[config.mk]
export PLATFORM = sky130hd
export DESIGN_NAME = otc_term_ctrl
export DESIGN_NICKNAME = d
export VERILOG_FILES = /design/src/design/otc_pkg.sv /design/src/design/otc_rdecode.sv /design/src/design/otc_term_ctrl.sv
export SDC_FILE = /design/constraint.sdc
export NUM_CORES = 1
export LEC_CHECK = 0
export ABC_AREA = 0
export BUFFER_PORTS_ARGS = -buffer_cell sky130_fd_sc_hd__buf_2
export CORE_MARGIN = 2
export CORE_UTILIZATION = 45
export DETAILED_ROUTE_END_ITERATION = 10
export GPL_ROUTABILITY_DRIVEN = 0
export PLACE_DENSITY = 0.65
export SLEW_MARGIN = 40
export SYNTH_ARGS = -nofsm -noshare
export SYNTH_HDL_FRONTEND = slang
export SYNTH_SLANG_ARGS = --single-unit
[constraint.sdc]
create_clock -name i_mclk -period 10.95 [get_ports i_mclk]
set_input_delay 3.285 -clock i_mclk [delete_from_list [all_inputs] [get_ports i_mclk]]
set_output_delay 3.285 -clock i_mclk [all_outputs]
set_load 0.01 [all_outputs]
[src/design/otc_pkg.sv]
// package: field layouts, codes, reset values and burst lengths for termination control
package otc_pkg;
  localparam int OTC_FIELD_W = 3;
  localparam int OTC_CFG_W = 8;
  localparam int OTC_OVR_W = 8;
  // termination configuration register layout
  localparam int OTC_DQ_LSB = 0;
  localparam int OTC_CA_LSB = 4;
  // override register bit positions
  localparam int OTC_CK_DIS_BIT = 3;
  localparam int OTC_CS_DIS_BIT = 4;
  localparam int OTC_CA_DIS_BIT = 5;
  // field codes
  localparam logic [2:0] OTC_CODE_OFF = 3'h0;
  localparam logic [2:0] OTC_CODE_MAX = 3'h6;
  localparam logic [2:0] OTC_CODE_BAD = 3'h7;
  // reference resistance in ohms
  localparam logic [7:0] OTC_RREF_OHM = 8'hF0;
  // reset values of both set-point copies
  localparam logic [7:0] OTC_CFG_RST = 8'h00;
  localparam logic [7:0] OTC_OVR_RST = 8'h00;
  localparam int OTC_BL_W = 6;
  localparam logic [5:0] OTC_BL16 = 6'h10;
  localparam logic [5:0] OTC_BL32 = 6'h20;
  typedef enum logic [1:0] {
    OTC_DQ_IDLE = 2'b00,
    OTC_DQ_WAIT = 2'b01,
    OTC_DQ_ON = 2'b10
  } otc_dq_e;
endpackage

[src/design/otc_rdecode.sv]
// resistance decoder: field code to ohms, zero when off or unused
`timescale 1ns/1ps
module otc_rdecode (
  input wire logic i_mclk, // command clock
  input wire logic i_rst_b, // sync reset, active low
  input wire logic [otc_pkg::OTC_FIELD_W-1:0] i_code, // termination field code
  output logic [7:0] o_ohm, // registered resistance in ohms
  output logic o_valid // registered code in 001b..110b
);
  import otc_pkg::*;
  typedef struct packed {
    logic [7:0] ohm;
    logic valid;
  } otc_dec_s;
  otc_dec_s st;
  otc_dec_s next_st;

  // reference divided by code; 000b and 111b give no termination
  always_comb begin
    next_st = st;
    next_st.valid = (i_code != OTC_CODE_OFF) && (i_code <= OTC_CODE_MAX);
    if (next_st.valid) begin
      next_st.ohm = OTC_RREF_OHM / {5'h00, i_code};
    end else begin
      next_st.ohm = 8'h00;
    end
  end

  // state register
  always_ff @(posedge i_mclk) begin
    if (!i_rst_b) begin
      st <= '0;
    end else begin
      st <= next_st;
    end
  end

  assign o_ohm = st.ohm;
  assign o_valid = st.valid;
endmodule

[src/design/otc_term_ctrl.sv]
// on-die termination control for command bus and data bus
`timescale 1ns/1ps
module otc_term_ctrl #(
  parameter int DQ_LINES = 16, // data lines per channel
  parameter int DMI_LINES = 2, // mask/inversion lines
  parameter int DQS_LINES = 2, // strobe pairs
  parameter logic [5:0] ODTL_ON = 6'h04, // write to termination-on latency, cycles
  parameter logic [5:0] ODTL_OFF = 6'h14 // write to termination-off latency at BL16, cycles
) (
  input wire logic i_mclk, // command clock, 40 MHz
  input wire logic i_rst_b, // sync reset, active low
  input wire logic i_mrw_cfg, // pulse: write termination_config_reg
  input wire logic i_mrw_ovr, // pulse: write termination_override_reg
  input wire logic [7:0] i_mrw_data, // mode-register write data
  input wire logic i_fsp_wr, // set point copy addressed by writes
  input wire logic i_active_freq_set_point, // active_freq_set_point
  input wire logic i_wr_first, // pulse: first part of write or masked write
  input wire logic i_bl32, // burst of this write is 32
  input wire logic i_power_down, // power-down state
  input wire logic i_self_refresh, // self-refresh with clock-enable low
  input wire logic i_wr_level, // write leveling mode
  output logic [7:0] o_cfg_rd, // termination_config_reg of write set point
  output logic [7:0] o_ovr_rd, // termination_override_reg of write set point
  output logic [7:0] o_ca_ohm, // command-bus term_resistance
  output logic o_ca_term_on, // CA line termination on
  output logic o_ck_term_on, // clock termination on
  output logic o_cs_term_on, // chip-select termination on
  output logic [7:0] o_dq_ohm, // data-bus term_resistance
  output logic [DQ_LINES-1:0] o_dq_term_on, // per data line termination
  output logic [DMI_LINES-1:0] o_dmi_term_on, // per data_mask_invert_line termination
  output logic [DQS_LINES-1:0] o_dqs_term_on // per strobe termination
);
  import otc_pkg::*;

  // refuse parameters that the line switches or the window counter cannot serve
  if (DQ_LINES < 1) begin : g_bad_dq
    $error("otc_term_ctrl: DQ_LINES must be at least one");
  end
  if (DMI_LINES < 1) begin : g_bad_dmi
    $error("otc_term_ctrl: DMI_LINES must be at least one");
  end
  if (DQS_LINES < 1) begin : g_bad_dqs
    $error("otc_term_ctrl: DQS_LINES must be at least one");
  end
  if (ODTL_ON == 6'h00) begin : g_bad_on
    $error("otc_term_ctrl: ODTL_ON must be nonzero");
  end
  if (ODTL_OFF <= ODTL_ON) begin : g_bad_off
    $error("otc_term_ctrl: ODTL_OFF must exceed ODTL_ON");
  end

  // latencies widened to the window counter
  localparam logic [6:0] ON_LAT = {1'b0, ODTL_ON};
  localparam logic [6:0] OFF_LAT = {1'b0, ODTL_OFF};
  localparam logic [6:0] BL32_EXTRA = {1'b0, (OTC_BL32 - OTC_BL16) >> 1}; // half the extra beats

  typedef struct packed {
    logic [1:0][7:0] cfg;
    logic [1:0][7:0] ovr;
    otc_dq_e dq_st;
    logic [6:0] cnt;
    logic [6:0] off_at;
    logic ca_on;
    logic ck_on;
    logic cs_on;
    logic dq_on;
    logic dqs_on;
    logic [7:0] cfg_rd;
    logic [7:0] ovr_rd;
  } otc_st_s;
  otc_st_s st;
  otc_st_s next_st;

  logic [2:0] ca_code;
  logic [2:0] dq_code;
  logic [7:0] act_cfg;
  logic [7:0] act_ovr;
  logic ca_valid;
  logic dq_valid;
  logic dq_block;
  logic [6:0] wr_off;

  // active copies chosen by operating set point
  assign act_cfg = st.cfg[i_active_freq_set_point];
  assign act_ovr = st.ovr[i_active_freq_set_point];

  // field codes of the active copy
  assign ca_code = act_cfg[OTC_CA_LSB +: OTC_FIELD_W];
  assign dq_code = act_cfg[OTC_DQ_LSB +: OTC_FIELD_W];

  // power-down and self-refresh keep the data bus unterminated
  assign dq_block = i_power_down | i_self_refresh;

  // off point of a write, later for a 32-beat burst
  assign wr_off = OFF_LAT + (i_bl32 ? BL32_EXTRA : 7'h00);

  // resistance decoders, one per bus
  otc_rdecode u_ca_dec (
    .i_mclk(i_mclk),
    .i_rst_b(i_rst_b),
    .i_code(ca_code),
    .o_ohm(o_ca_ohm),
    .o_valid(ca_valid)
  );
  otc_rdecode u_dq_dec (
    .i_mclk(i_mclk),
    .i_rst_b(i_rst_b),
    .i_code(dq_code),
    .o_ohm(o_dq_ohm),
    .o_valid(dq_valid)
  );

  // next-state logic: register writes, bus states, write window
  always_comb begin
    next_st = st;
    if (i_mrw_cfg) begin
      next_st.cfg[i_fsp_wr] = i_mrw_data;
    end
    if (i_mrw_ovr) begin
      next_st.ovr[i_fsp_wr] = i_mrw_data;
    end
    // read-back of the addressed copy, aligned with the decoder outputs
    next_st.cfg_rd = st.cfg[i_fsp_wr];
    next_st.ovr_rd = st.ovr[i_fsp_wr];
    // command bus purely from register contents
    next_st.ca_on = ca_valid & ~act_ovr[OTC_CA_DIS_BIT];
    next_st.ck_on = ca_valid & ~act_ovr[OTC_CK_DIS_BIT];
    next_st.cs_on = ca_valid & ~act_ovr[OTC_CS_DIS_BIT];
    // write window sequencing
    case (st.dq_st)
      // idle: a write opens a window only with the data field enabled
      OTC_DQ_IDLE: begin
        next_st.cnt = 7'h00;
        if (i_wr_first && dq_valid && !i_wr_level) begin
          next_st.dq_st = OTC_DQ_WAIT;
          next_st.cnt = 7'h01;
          next_st.off_at = wr_off;
        end
      end
      // wait: count out the turn-on latency
      OTC_DQ_WAIT: begin
        next_st.cnt = st.cnt + 7'h01;
        if (st.cnt >= ON_LAT) begin
          next_st.dq_st = OTC_DQ_ON;
        end
      end
      // on: a later write restarts the count, so long write streams cannot wrap it
      OTC_DQ_ON: begin
        next_st.cnt = st.cnt + 7'h01;
        if (i_wr_first) begin
          next_st.cnt = 7'h01; // back-to-back writes extend the window
          next_st.off_at = wr_off;
        end else if (st.cnt >= st.off_at) begin
          next_st.dq_st = OTC_DQ_IDLE;
        end
      end
      default: begin
        next_st.dq_st = OTC_DQ_IDLE;
      end
    endcase
    // blocking states and a disabled field end any window
    if (dq_block || !dq_valid) begin
      next_st.dq_st = OTC_DQ_IDLE;
    end
    // data and mask follow the window; strobes also terminate in leveling
    next_st.dq_on = (next_st.dq_st == OTC_DQ_ON) & dq_valid & ~dq_block & ~i_wr_level;
    next_st.dqs_on = dq_valid & ~dq_block & ((next_st.dq_st == OTC_DQ_ON) | i_wr_level);
  end

  // state register; both copies reset to disabled
  always_ff @(posedge i_mclk) begin
    if (!i_rst_b) begin
      st <= '0;
      st.cfg <= {OTC_CFG_RST, OTC_CFG_RST};
      st.ovr <= {OTC_OVR_RST, OTC_OVR_RST};
      st.dq_st <= OTC_DQ_IDLE;
    end else begin
      st <= next_st;
    end
  end

  // outputs straight from the state register
  assign o_cfg_rd = st.cfg_rd;
  assign o_ovr_rd = st.ovr_rd;
  assign o_ca_term_on = st.ca_on;
  assign o_ck_term_on = st.ck_on;
  assign o_cs_term_on = st.cs_on;

  // per-line switches, one per data, mask and strobe line
  genvar g;
  generate
    // data lines
    for (g = 0; g < DQ_LINES; g++) begin : g_dq
      assign o_dq_term_on[g] = st.dq_on;
    end

    // mask/inversion lines share the data window
    for (g = 0; g < DMI_LINES; g++) begin : g_dmi
      assign o_dmi_term_on[g] = st.dq_on;
    end

    // strobes, also terminated during leveling
    for (g = 0; g < DQS_LINES; g++) begin : g_dqs
      assign o_dqs_term_on[g] = st.dqs_on;
    end
  endgenerate
endmodule

==> impl_metrics.tcl <==
set metrics [dict create \
    async_flop_share 0 \
    drt_first_pass_iters 5 \
    num_rows 38 \
    cp_max_fo 16 \
    seq_area_frac_synth 0.3223 \
    worstSkewPairLatency_ns 0.35 \
    cts_tree "built" \
    tightest_slew_ns 0.8364 \
    regArea_um2 1642 \
    antenna_found_initial 1 \
    avgRoutedWirePerCell_um 14.73 \
    grt_pass1_vias 4032 \
    multi_input_area_um2 2980 \
    design.core.area_um2 10940 \
    dieWidth_um 110.4 \
    hpwlAfterDp_um 8395 \
    fmax_ghz 0.1023 \
    dieArea_um2 12190 \
    cp-start-kind "primary input" \
    syn_area_per_cell_um2 8.137 \
    cap_violations 0 \
    ys_seq_elements 82 \
    ys_warn_count 0 \
    p_leak_nw 2.379 \
    critical_path_required_ns 11.18 \
    postSynthCellCount 626 \
    setup-tns-final_ns 0 \
    path_class "in2reg" \
    min_period_ns 9.777 \
    io_buffers 73 \
    setup_slack_ns 1.173 \
    num_vias 4517 \
    postCtsHoldBufs 0 \
    post_cts_resized 0 \
    yosysTopAreaCell "dfxtp_1" \
    io_pins 74 \
    cts-root-buf "clkbuf_16" \
    ir_drop_mv 0.08020 \
    post_cts_buffers 0 \
    n_antenna_cell 0 \
    rsz0062_at_grt "no" \
    grt.total_usage 0.1939 \
    grt_pass1_wl_um 18660 \
    synth_flop_cell "dfxtp_1" \
    grt_max_degree 49 \
    relSlewSlack 0.4424 \
    clock_path_buffers 2 \
    drc 0 \
    powerDensity_nw_per_um2 146.4 \
    ys_types 69 \
    drtIter0Drc 323 \
    fill_cells 1066 \
    drv_slew 0 \
    synth-edff-count 0 \
    wl_um 11730 \
    layout.nets 699 \
    cts-htree-levels 3 \
    cts_sinks 82 \
    hold_class "reg2reg" \
    synthesis.nets 674 \
    status "finished, final reports clean" \
    initial_core_util 0.4658 \
    final.setup_skew_ns 0.009551 \
    netlist_top_cells_count "82 x dfxtp_1, 77 x nor2_1, 57 x nand2_1" \
    grt-ovfl-total 0 \
    fp.dieH_um 110.4 \
    clkTransAtPathRegs_ns 0.07 \
    endpoint_kind "flip-flop" \
    synth.top_cell.area_share 0.3223 \
    reg2reg_slack_ns 4.17 \
    synth_area_um2 5094 \
    pre_cts_ws_ns 0.9704 \
    cts_made_buffers 9 \
    finalCritPeriodShare 0.8929 \
    area_delta_synth_final_pct 9.801 \
    drive_gt1_frac 0.1707 \
    placed_cells 779 \
    ant_nets 0 \
    routed_via_density 5.675 \
    synth.most_common_cell "dfxtp_1" \
    synth_area_leaders "dfxtp_1 32%, ha_1 7.1%, mux2i_1 5.9%" \
    worstPathArrival_ns 10.01 \
    fin_cells 796 \
    hold_viol 0 \
    finalSetupViolations 0 \
]
through the flow:
stage	power (W)	utilization	hold WS (ns)	area, um^2
after detailed placement	0.0005043	0.4826	0.4465	5278
after global placement	0.0004999	0.4826	0.4414	5278
after global routing	0.0008598	0.5114	0.4807	5593
after CTS	0.0008226	0.5110	0.4558	5588
final	0.0008187	0.5114	0.4575	5593
after floorplan	0.0004638	-	0.4352	5094
state kept, by name (all words and copies together) (netlist names):
name / cells
u_dq_dec.o_valid: 1
u_ca_dec.o_ohm: 8
o_ovr_rd: 8
o_ck_term_on: 1
o_ca_term_on: 1
o_cfg_rd: 8
u_dq_dec.o_ohm: 8
u_ca_dec.o_valid: 1
o_cs_term_on: 1
st: 43
o_dmi_term_on: 1
o_dqs_term_on: 1
kinds of logic (layout without fill, tap and decap cells):
family | count (synthesis) | count (layout) | share of synthesized area
compound gates | 146 | 146 | 0.1906
xor+xnor | 8 | 8 | 0.01375
fa+ha+maj | 29 | 29 | 0.07124
buf+inv | 87 | 117 | 0.09261
flops | 82 | 82 | 0.3223
mux | 40 | 40 | 0.08548
simple gates | 234 | 234 | 0.2240
cells in the final DEF, fill, tap and decap left out, drive strengths merged, types with 4 or more instances in the layout:
cell / count
dfxtp: 82
nor2: 77
buf: 77
nand2: 57
a21oi: 46
mux2i: 32
ha: 29
o21ai: 27
nand3: 26
inv: 26
nor3: 15
a211oi: 13
a21o: 9
clkbuf: 9
nor2b: 8
mux2: 8
nor4: 8
a31oi: 7
and2: 6
a2111oi: 6
or3: 5
nand2b: 5
and3: 5
o21a: 4
a221oi: 4
a211o: 4
o211ai: 4
xor2: 4
xnor2: 4
nand3b: 4
worst paths after layout:
path / startpoint / endpoint / depth (start not counted)
min: st[68] / st[68] / 2
max: i_active_freq_set_point / u_dq_dec.o_ohm[0] / 24
max reg2reg: st[53] / u_dq_dec.o_ohm[0] / 23
min reg2reg: st[68] / st[68] / 2
where the power goes:
part | total, W | switching, W | internal (W)
Combinational | 0.000183 | 0.000114 | 0.0000687
Sequential | 0.000319 | 0.00000640 | 0.000312
Clock | 0.000317 | 0.000136 | 0.000181
layout make-up:
class	instances	share of cell area
multi-input combinational	457	0.5329
sequential	82	0.2935
timing repair buffer	77	0.07025
clock buffer	9	0.04027
tap	140	0.03132
inverter	24	0.01655
clock inverter	7	0.01521
routing by layer:
layer | vias to the layer above | part of all wire | GRT usage
met5 | - | 0.0011 | 0
met4 | 2 | 0.018 | 0.07143
met3 | 20 | 0.044 | 0.04468
met2 | 103 | 0.48 | 0.3199
met1 | 2128 | 0.46 | 0.2472
li1 | 2264 | - | -
worst max-delay path, stage by stage:
cell and delay, ns:
buf_2 0.31, mux2_2 0.48, inv_1 0.37, ha_1 0.28, nor2_1 0.07, nor4_1 0.23
a21oi_1 0.16, ha_1 0.42, nor2_1 0.07, and4_1 0.21, or3_1 0.34, ha_1 0.32
o21a_1 0.15, a2111o_1 0.40, o21ai_0 0.45, ha_1 0.38, a21oi_1 0.39, o31ai_1 0.17
a211oi_2 0.43, nand3_2 0.23, mux2i_1 0.35, o311ai_0 0.22, o21ai_1 0.18, o22ai_1 0.09
Power figures use the tool's default switching activity.
